--- config.mk ---
export PLATFORM = sky130hd
export DESIGN_NAME = sport_buf
export DESIGN_NICKNAME = d
export VERILOG_FILES = /design/src/sport_pkg.sv /design/src/sport_buf.sv
export SDC_FILE = /design/constraint.sdc
export NUM_CORES = 1
export LEC_CHECK = 0
export BUFFER_PORTS_ARGS = -buffer_cell sky130_fd_sc_hd__buf_2
export CORE_MARGIN = 2
export CORE_UTILIZATION = 30
export CTS_CLUSTER_SIZE = 10
export DETAILED_ROUTE_END_ITERATION = 7
export PLACE_DENSITY = 0.45
export SLEW_MARGIN = 10
export SYNTH_ARGS = -nofsm -noshare
export SYNTH_HDL_FRONTEND = slang
export SYNTH_SLANG_ARGS = --single-unit
--- constraint.sdc ---
create_clock -name mclk -period 5.3 [get_ports mclk]
set_input_delay 0.265 -clock mclk [delete_from_list [all_inputs] [get_ports mclk]]
set_output_delay 0.265 -clock mclk [all_outputs]
set_load 0.005 [all_outputs]
--- src/sport_pkg.sv ---
// Package with register map, field positions and types of the serial port buffer block.
package sport_pkg;
  localparam logic [3:0] ADDR_CTL = 4'h0;
  localparam logic [3:0] ADDR_DIV = 4'h1;
  localparam logic [3:0] ADDR_TXA = 4'h2;
  localparam logic [3:0] ADDR_TXB = 4'h3;
  localparam logic [3:0] ADDR_RXA = 4'h4;
  localparam logic [3:0] ADDR_RXB = 4'h5;
  localparam logic [3:0] ADDR_MASK = 4'h6;
  localparam int CTL_EN_A = 0;
  localparam int CTL_ICLK = 10;
  localparam int CTL_FSR = 13;
  localparam int CTL_IFS = 14;
  localparam int CTL_MCH = 15;
  localparam int CTL_DATA_INDEPENDENT_SYNC = 16;
  localparam int CTL_DMA_A = 18;
  localparam int CTL_DMA_B = 20;
  localparam int CTL_HANG_DIS = 23;
  localparam int CTL_EN_B = 24;
  localparam int CTL_DIR = 25;
  localparam int CTL_FLAG_B = 26;
  localparam int CTL_FILL_B = 27;
  localparam int CTL_FLAG_A = 29;
  localparam int CTL_FILL_A = 30;
  localparam logic [31:0] CTL_WMASK = 32'h03F5E401;
  localparam logic [31:0] CTL_RESET = 32'h00000000;
  localparam logic [31:0] DIV_RESET = 32'h00000000;
  localparam logic [1:0] FILL_EMPTY = 2'h0;
  localparam logic [1:0] FILL_PART = 2'h2;
  localparam logic [1:0] FILL_FULL = 2'h3;
  localparam int SERIAL_CLOCK_DIVISOR_W = 15;
  localparam int FRAME_SYNC_DIVISOR_W = 16;
  localparam int FRAME_SYNC_DIVISOR_LSB = 16;
  localparam int CORE_PER_SCLK = 4;
  typedef struct packed {
    logic [3:0] addr;
    logic [31:0] wdata;
    logic wr;
    logic rd;
  } bus_req_t;
  typedef struct packed {
    logic sclk_out;
    logic sclk_oe;
    logic fs_out;
    logic fs_oe;
  } link_drv_t;
endpackage

--- src/sport_buf.sv ---
// Serial port channel buffers, fill status, sticky error flags, core hang and clock dividers.
`timescale 1ns/100ps
`default_nettype none
module sport_buf #(
  parameter bit ODD_PORT = 1'b0
) (
  // Clock and reset.
  input wire logic mclk,
  input wire logic reset_n,
  // Register port.
  input wire sport_pkg::bus_req_t bus,
  output logic [31:0] rdata,
  output logic core_stall,
  // Link pins.
  input wire logic sclk_in,
  input wire logic fs_in,
  input wire logic [1:0] data_in,
  output logic [1:0] data_out,
  output logic [1:0] data_oe,
  output sport_pkg::link_drv_t link,
  // Interrupt request to the core.
  output logic irq
);
  localparam int SW = 5;
  // Registers.
  logic [31:0] ctl_r;
  logic [31:0] div_r;
  logic [1:0] mask_r;
  logic [1:0] uflow_r;
  logic [1:0] oflow_r;
  logic [31:0] rdata_r;
  logic irq_r;
  logic [1:0][31:0] txbuf_r;
  logic [1:0] txv_r;
  logic [1:0][31:0] txsh_r;
  logic [1:0] shv_r;
  logic [1:0][1:0][31:0] rxbuf_r;
  logic [1:0][1:0] rxv_r;
  logic [1:0][31:0] rxsh_r;
  logic [SW-1:0] bitcnt_r;
  logic active_r;
  logic [2:0] sclk_s_r;
  logic [2:0] fs_s_r;
  logic [1:0][1:0] din_s_r;
  logic [14:0] cdiv_r;
  logic [1:0] ph_r;
  logic isclk_r;
  logic [15:0] fcnt_r;
  logic ifs_r;
  logic en_d_r;

  // Decoded control fields.
  wire dir_tx = ctl_r[sport_pkg::CTL_DIR];
  wire [1:0] en = {ctl_r[sport_pkg::CTL_EN_B], ctl_r[sport_pkg::CTL_EN_A]};
  wire en_any = |en;
  wire mch = ctl_r[sport_pkg::CTL_MCH];
  wire frame_sync_required = ctl_r[sport_pkg::CTL_FSR];
  wire [1:0] dma = {ctl_r[sport_pkg::CTL_DMA_B], ctl_r[sport_pkg::CTL_DMA_A]};
  wire hang_dis = ctl_r[sport_pkg::CTL_HANG_DIS];
  wire [14:0] serial_clock_divisor = div_r[sport_pkg::SERIAL_CLOCK_DIVISOR_W-1:0];
  wire [15:0] frame_sync_divisor = div_r[sport_pkg::FRAME_SYNC_DIVISOR_LSB +: sport_pkg::FRAME_SYNC_DIVISOR_W];

  // Bus strobes.
  wire wr_ctl = bus.wr && bus.addr == sport_pkg::ADDR_CTL;
  wire wr_div = bus.wr && bus.addr == sport_pkg::ADDR_DIV;
  wire wr_mask = bus.wr && bus.addr == sport_pkg::ADDR_MASK;
  wire [1:0] wr_tx = {bus.wr && bus.addr == sport_pkg::ADDR_TXB,
                      bus.wr && bus.addr == sport_pkg::ADDR_TXA};
  wire [1:0] rd_rx = {bus.rd && bus.addr == sport_pkg::ADDR_RXB,
                      bus.rd && bus.addr == sport_pkg::ADDR_RXA};

  // Link clock rising edges, seen only after two sampling stages.
  wire sclk_ext_rise = sclk_s_r[1] && !sclk_s_r[2];
  // External sync is a level, judged at the serial clock edge that samples it.
  wire fs_ext = fs_s_r[1];
  wire iclk = ctl_r[sport_pkg::CTL_ICLK];
  wire sclk_tick = iclk ? (ph_r == 2'h3 && cdiv_r == '0) : sclk_ext_rise;
  wire fs_int = ctl_r[sport_pkg::CTL_IFS];
  wire fdiv_hit = fcnt_r == frame_sync_divisor;
  // Internal sync held high for a zero divisor.
  wire ifs_level = (frame_sync_divisor == '0) || ifs_r;
  // Data-dependent syncs only in multichannel transmit with the option clear.
  wire need_data = mch && dir_tx && !ctl_r[sport_pkg::CTL_DATA_INDEPENDENT_SYNC];
  wire have_data = (txv_r | shv_r) != 2'b00;
  wire fs_gen = fs_int && sclk_tick && fdiv_hit && (!need_data || have_data);
  wire fs_ev = en_any && (fs_int ? fs_gen : fs_ext && sclk_tick);
  wire word_end = active_r && sclk_tick && bitcnt_r == SW'(31);
  // A word is due at every word boundary when no sync is required.
  wire word_due = !frame_sync_required && en_any && sclk_tick && (!active_r || word_end);
  wire start = frame_sync_required ? fs_ev : word_due;

  // Fill status per channel, transmit or receive by direction.
  logic [1:0][1:0] fill;
  always_comb begin
    for (int c = 0; c < 2; c++) begin
      if (dir_tx) begin
        fill[c] = txv_r[c] ? (shv_r[c] ? sport_pkg::FILL_FULL : sport_pkg::FILL_PART)
                           : sport_pkg::FILL_EMPTY;
      end else begin
        fill[c] = rxv_r[c][1] ? sport_pkg::FILL_FULL
                : rxv_r[c][0] ? sport_pkg::FILL_PART : sport_pkg::FILL_EMPTY;
      end
    end
  end

  // Error bit 29 is fixed by port parity in multichannel mode.
  wire flag_a = mch ? (ODD_PORT ? oflow_r[0] : uflow_r[0])
                    : (dir_tx ? uflow_r[0] : oflow_r[0]);
  wire flag_b = dir_tx ? uflow_r[1] : oflow_r[1];
  wire [31:0] ctl_view = {fill[0], flag_a, fill[1], flag_b,
                          ctl_r[25:0] & sport_pkg::CTL_WMASK[25:0]};

  // Stall while a core access meets a buffer it cannot use.
  assign core_stall = !hang_dis && ((|(wr_tx & txv_r & shv_r)) ||
                      (rd_rx[0] && !rxv_r[0][0]) || (rd_rx[1] && !rxv_r[1][0]));

  // Read data mux.
  logic [31:0] rmux;
  always_comb begin
    unique case (bus.addr)
      sport_pkg::ADDR_CTL: rmux = ctl_view;
      sport_pkg::ADDR_DIV: rmux = div_r;
      sport_pkg::ADDR_RXA: rmux = rxbuf_r[0][0];
      sport_pkg::ADDR_RXB: rmux = rxbuf_r[1][0];
      sport_pkg::ADDR_MASK: rmux = {30'h00000000, mask_r};
      default: rmux = 32'h00000000;
    endcase
  end

  // Control registers and read data.
  always_ff @(posedge mclk) begin
    if (!reset_n) begin
      ctl_r <= sport_pkg::CTL_RESET;
      div_r <= sport_pkg::DIV_RESET;
      mask_r <= 2'h0;
      rdata_r <= 32'h00000000;
      en_d_r <= 1'b0;
    end else begin
      if (wr_ctl) ctl_r <= bus.wdata & sport_pkg::CTL_WMASK;
      if (wr_div) div_r <= bus.wdata;
      if (wr_mask) mask_r <= bus.wdata[1:0];
      rdata_r <= bus.rd ? rmux : 32'h00000000;
      en_d_r <= en_any;
    end
  end

  // Link sampling and internal clock divider.
  always_ff @(posedge mclk) begin
    if (!reset_n) begin
      sclk_s_r <= 3'h0;
      fs_s_r <= 3'h0;
      din_s_r <= '0;
      cdiv_r <= 15'h0000;
      ph_r <= 2'h0;
      isclk_r <= 1'b0;
    end else begin
      sclk_s_r <= {sclk_s_r[1:0], sclk_in};
      fs_s_r <= {fs_s_r[1:0], fs_in};
      din_s_r <= {din_s_r[0], data_in};
      if (!en_any) begin
        cdiv_r <= 15'h0000;
        ph_r <= 2'h0;
        isclk_r <= 1'b0;
      end else if (cdiv_r == serial_clock_divisor) begin
        cdiv_r <= 15'h0000;
        ph_r <= ph_r + 2'h1;
        isclk_r <= ph_r[1] ^ (ph_r == 2'h1);
      end else begin
        cdiv_r <= cdiv_r + 15'h0001;
      end
    end
  end

  // Frame sync divider.
  always_ff @(posedge mclk) begin
    if (!reset_n) begin
      fcnt_r <= 16'h0000;
      ifs_r <= 1'b0;
    end else if (en_any && !en_d_r) begin
      fcnt_r <= 16'h0000;
      ifs_r <= 1'b0;
    end else if (sclk_tick) begin
      fcnt_r <= fdiv_hit ? 16'h0000 : fcnt_r + 16'h0001;
      ifs_r <= fs_gen;
    end
  end

  // Buffers, shifters and sticky flags.
  always_ff @(posedge mclk) begin
    if (!reset_n) begin
      txbuf_r <= '0;
      txv_r <= 2'h0;
      txsh_r <= '0;
      shv_r <= 2'h0;
      rxbuf_r <= '0;
      rxv_r <= '0;
      rxsh_r <= '0;
      bitcnt_r <= '0;
      active_r <= 1'b0;
      uflow_r <= 2'h0;
      oflow_r <= 2'h0;
      irq_r <= 1'b0;
    end else begin
      irq_r <= 1'b0;
      // Core side updates fill status even with the port off.
      for (int c = 0; c < 2; c++) begin
        if (wr_tx[c] && !(txv_r[c] && shv_r[c] && !hang_dis)) begin
          txbuf_r[c] <= bus.wdata;
          txv_r[c] <= 1'b1;
          // An idle free shifter takes the waiting word, so two words fit.
          if (txv_r[c] && !shv_r[c] && !active_r) begin
            txsh_r[c] <= txbuf_r[c];
            shv_r[c] <= 1'b1;
            if (!dma[c] && !mask_r[0]) irq_r <= 1'b1;
          end
        end
        if (rd_rx[c] && rxv_r[c][0]) begin
          rxbuf_r[c][0] <= rxbuf_r[c][1];
          rxv_r[c] <= {1'b0, rxv_r[c][1]};
        end
      end
      if (!en_any) begin
        uflow_r <= 2'h0;
        oflow_r <= 2'h0;
        active_r <= 1'b0;
        bitcnt_r <= '0;
      end else begin
        if (sclk_tick && active_r) begin
          bitcnt_r <= bitcnt_r + SW'(1);
          for (int c = 0; c < 2; c++) begin
            txsh_r[c] <= {txsh_r[c][30:0], 1'b0};
            rxsh_r[c] <= {rxsh_r[c][30:0], din_s_r[1][c]};
          end
        end
        if (word_end) begin
          active_r <= 1'b0;
          shv_r <= 2'h0;
        end
        if (start) begin
          active_r <= 1'b1;
          bitcnt_r <= '0;
        end
        for (int c = 0; c < 2; c++) begin
          if (dir_tx && en[c]) begin
            // Move the data register into a free shifter.
            if (start && txv_r[c] && (!shv_r[c] || word_end)) begin
              txsh_r[c] <= txbuf_r[c];
              shv_r[c] <= 1'b1;
              txv_r[c] <= wr_tx[c];
              if (!dma[c] && !mask_r[0]) irq_r <= 1'b1;
            end
            if (start && !txv_r[c] && !(shv_r[c] && !word_end)) begin
              uflow_r[c] <= 1'b1;
            end
          end
          if (!dir_tx && en[c] && word_end) begin
            // Word complete: copy into the buffer at once.
            if (!rxv_r[c][0] || (rd_rx[c] && !rxv_r[c][1])) begin
              rxbuf_r[c][0] <= {rxsh_r[c][30:0], din_s_r[1][c]};
              rxv_r[c][0] <= 1'b1;
            end else begin
              rxbuf_r[c][1] <= {rxsh_r[c][30:0], din_s_r[1][c]};
              rxv_r[c][1] <= 1'b1;
              if (rxv_r[c][1] && !rd_rx[c]) oflow_r[c] <= 1'b1;
            end
            if (!dma[c] && !mask_r[1]) irq_r <= 1'b1;
          end
        end
      end
    end
  end

  // Outputs.
  assign rdata = rdata_r;
  assign irq = irq_r;
  assign data_out = {txsh_r[1][31], txsh_r[0][31]};
  assign data_oe = {2{dir_tx}} & en & {2{active_r}};
  assign link.sclk_out = isclk_r;
  assign link.sclk_oe = iclk && en_any;
  assign link.fs_out = ifs_level && en_any;
  assign link.fs_oe = fs_int && en_any;
endmodule
`default_nettype wire

==> reports/qor.txt <==
Arrival @ worst endpoint - 4.10 ns
Ys flop type - dfxtp_1
Grt met1 use - 24.4%
WL final - 62.9 mm
TritonCTS clock tree - done
Buffer count from post-CTS setup fixing - 0
Internal power - 0.00549 W
Cells after Synth - 2260
Most numerous cell in the Yosys netlist - nand2_1
Number of DRC markers in iteration 0 - 1177
Worst slew margin - 16.1%
EDFF count, synth - 0
Hold slack final - 0.0260 ns
Final Hold Viols - 0
DP HPWL - 39.4 mm
Clk Latency, worst-skew pair - 0.61 ns
Setup Skew - 0.0250 ns
Startpoint types - register
Global-route wire length before repair - 98.4 mm
CTS buffer count - 54
Top cells by area, synth - dfxtp_1 46%, nand2_1 9.0%, mux2i_1 7.9%
Die area - 0.0691 sq mm
Starting density of the core - 30.4%
Slowest cell on crit path - nand4_2
Mapped Nets - 2311
TritonCTS Sinks - 461
Overall Power - 0.00710 W
I/O Pins - 86
GRT overflow - 0
Area grow syn2layout - 14.4%
Synthesized flop and latch total - 461
Per-cell routed wire length - 19.8 microns
Nets - 2336
Antenna Nets Post-Route - 0
Largest net degree at the start of global routing - 197
Critical path class - register to register
Critical-path maximum fanout - 34
Worst slew pin tran - 1.25 ns
Setup-failing EPs final - 0
Vias per cell - 5.19
Initial antenna violation count - 7
Static leakage - 9.34 nW
Delay-heaviest family, CP - simple AND/OR/NAND/NOR gates
RSZ-0062 raised after global routing - false
Max Clk Rate - 274 MHz
CP required - 5.75 ns
Sequential area share after synthesis - 45.9%
Row count - 94
Global routing's busiest layer - met2
Total number of vias - 16.4k
Core footprint - 0.0661 sq mm
Total negative slack - 0 ns
FFs w/ async S/R, synth - 0%
First drt pass iteration count - 7
Min Tclk post-route - 3.65 ns
Max_cap viols - 0
Share of cells above drive strength 1 - 9.16%
Synth unique cells - 59
Share of power burned in registers - 49.7%
Power Density - 309 mW/mm^2
Most frequent cells after synthesis - 482 x nand2_1, 461 x dfxtp_1, 176 x a21boi_0
Area share of the largest cell type after synthesis - 45.9%
Net Sw Frac - 22.7%
Yosys Warn Count - 0
Met2 Usage GRT - 29.6%
P_sw - 0.00161 W
Final setup margin - 1.65 ns
Die Y - 263 microns
Leading area contributor after synthesis - dfxtp_1
Worst-path cell chain - inv_1 -> ha_1 -> nor4b_1 -> and4_1 -> nor2_4 -> o41ai_4 -> nand4_2 -> o211ai_1 -> a31oi_1
CP peak stage delay - 0.92 ns
GP Congestion - 0.797
CTS root buf - clkbuf_16
IO buf count - 85
Worst setup EP type - register
Number of global-route vias before repair - 16.1k
Cell Area, Synth - 0.0201 sq mm
CTS max path bufs - 3
GR met3 Demand/Resource - 2.79%
WP buf/inv - 1
Die width - 263 microns
Hold Path Class - input pin to register
Final Max Slew Viols - 0
Logic pwr share - 3.7%
Status - complete, no violations
Dpl ws - 1.68 ns
H-tree levels - 2
Syn avg cell area - 8.90 sq um
GRT Total Usage - 18.0%
Worst IR drop on VDD - 0.205 mV
Worst-path clk slew - 0.06 ns
Fin crit share - 68.8%
Number of remaining DRC errors - 0
Clock network power share - 46.6%
## layout make-up
class / count / area, sq um
tap: 864 / 1080
clock inverter: 3 / 22.5
clock buffer: 71 / 1460
multi-input combinational: 1601 / 10100
antenna: 1 / 2.50
inverter: 14 / 52.6
sequential: 461 / 9230
fill: 6843 / 43100
timing repair buffer: 153 / 1060
## through the flow
step | util (%) | area [sq um] | instances
after floorplan | - | 20100 | 2260
after global placement | 32.0 | 21200 | 3058
after detailed placement | 32.0 | 21200 | 3058
after CTS | 34.8 | 23000 | 3167
after global routing | 34.8 | 23000 | 3167
final | 34.8 | 23000 | 3168
## cell usage in the layout, fill, tap and decap left out, types with 35 or more instances in the layout
cell type	instances
nand2_1	481
dfxtp_1	461
a21boi_0	176
mux2i_1	159
nor2_1	123
a21oi_1	95
buf_2	84
nor2b_1	72
o211a_1	63
o221ai_1	62
clkbuf_16	55
or3_1	38
dlygate4sd3_1	35
## metal layers
metal | routed length [microns] | vias to the layer above
met3 | 2840 | 100
met4 | 1540 | 6
met5 | 37 | -
met2 | 29000 | 366
li1 | - | 7948
met1 | 29500 | 8022
## flip-flops by register name, summed over array words and instances (netlist names), 3 cells and up
name / cells
bitcnt_r: 5
din_s_r: 4
sclk_s_r: 3
ctl_r: 13
fcnt_r: 16
rxbuf_r: 128
div_r: 32
rxv_r: 4
rdata: 32
txsh_r: 62
rxsh_r: 62
txbuf_r: 64
cdiv_r: 15
## power by group through the flow
stage	registers, W	logic (W)	clock network [W]
finish	0.00353	0.000266	0.00331
global placement	0.00360	0.000244	0
floorplan	0.00359	0.000154	0
global route	0.00353	0.000291	0.00355
detailed placement	0.00360	0.000247	0
CTS	0.00352	0.000269	0.00342
## worst min-delay path, cell delays in order
cell      delay, ns
buf_2          0.18
nand2_1        0.07
a21boi_0       0.06
## worst paths after layout
path | from | to | slack, ns | cells past startpoint
hold / removal | bus[15] | txbuf_r[13] | 0.03 | 3
setup / recovery | cdiv_r[0] | txsh_r[54] | 1.65 | 9
hold reg to reg | din_s_r[0] | din_s_r[2] | 0.44 | 1
setup reg to reg | cdiv_r[0] | txsh_r[54] | 1.65 | 9
## repair_timing
item,in CTS,in global routing
hold endpoints to repair,90,0
hold buffers,35,0
gates resized for setup,0,0
## cell families (layout without fill, tap and decap cells)
family	Yosys count	after routing	share of synthesized area, %
mux	162	162	8.08
fa+ha+maj	7	7	0.435
buf+inv	198	241	4.37
compound gates	547	547	20.3
flops	461	461	45.9
xor+xnor	58	58	2.53
simple gates	827	827	18.5
other cells	0	1	0
No activity file was read; power rests on OpenSTA's default activity.
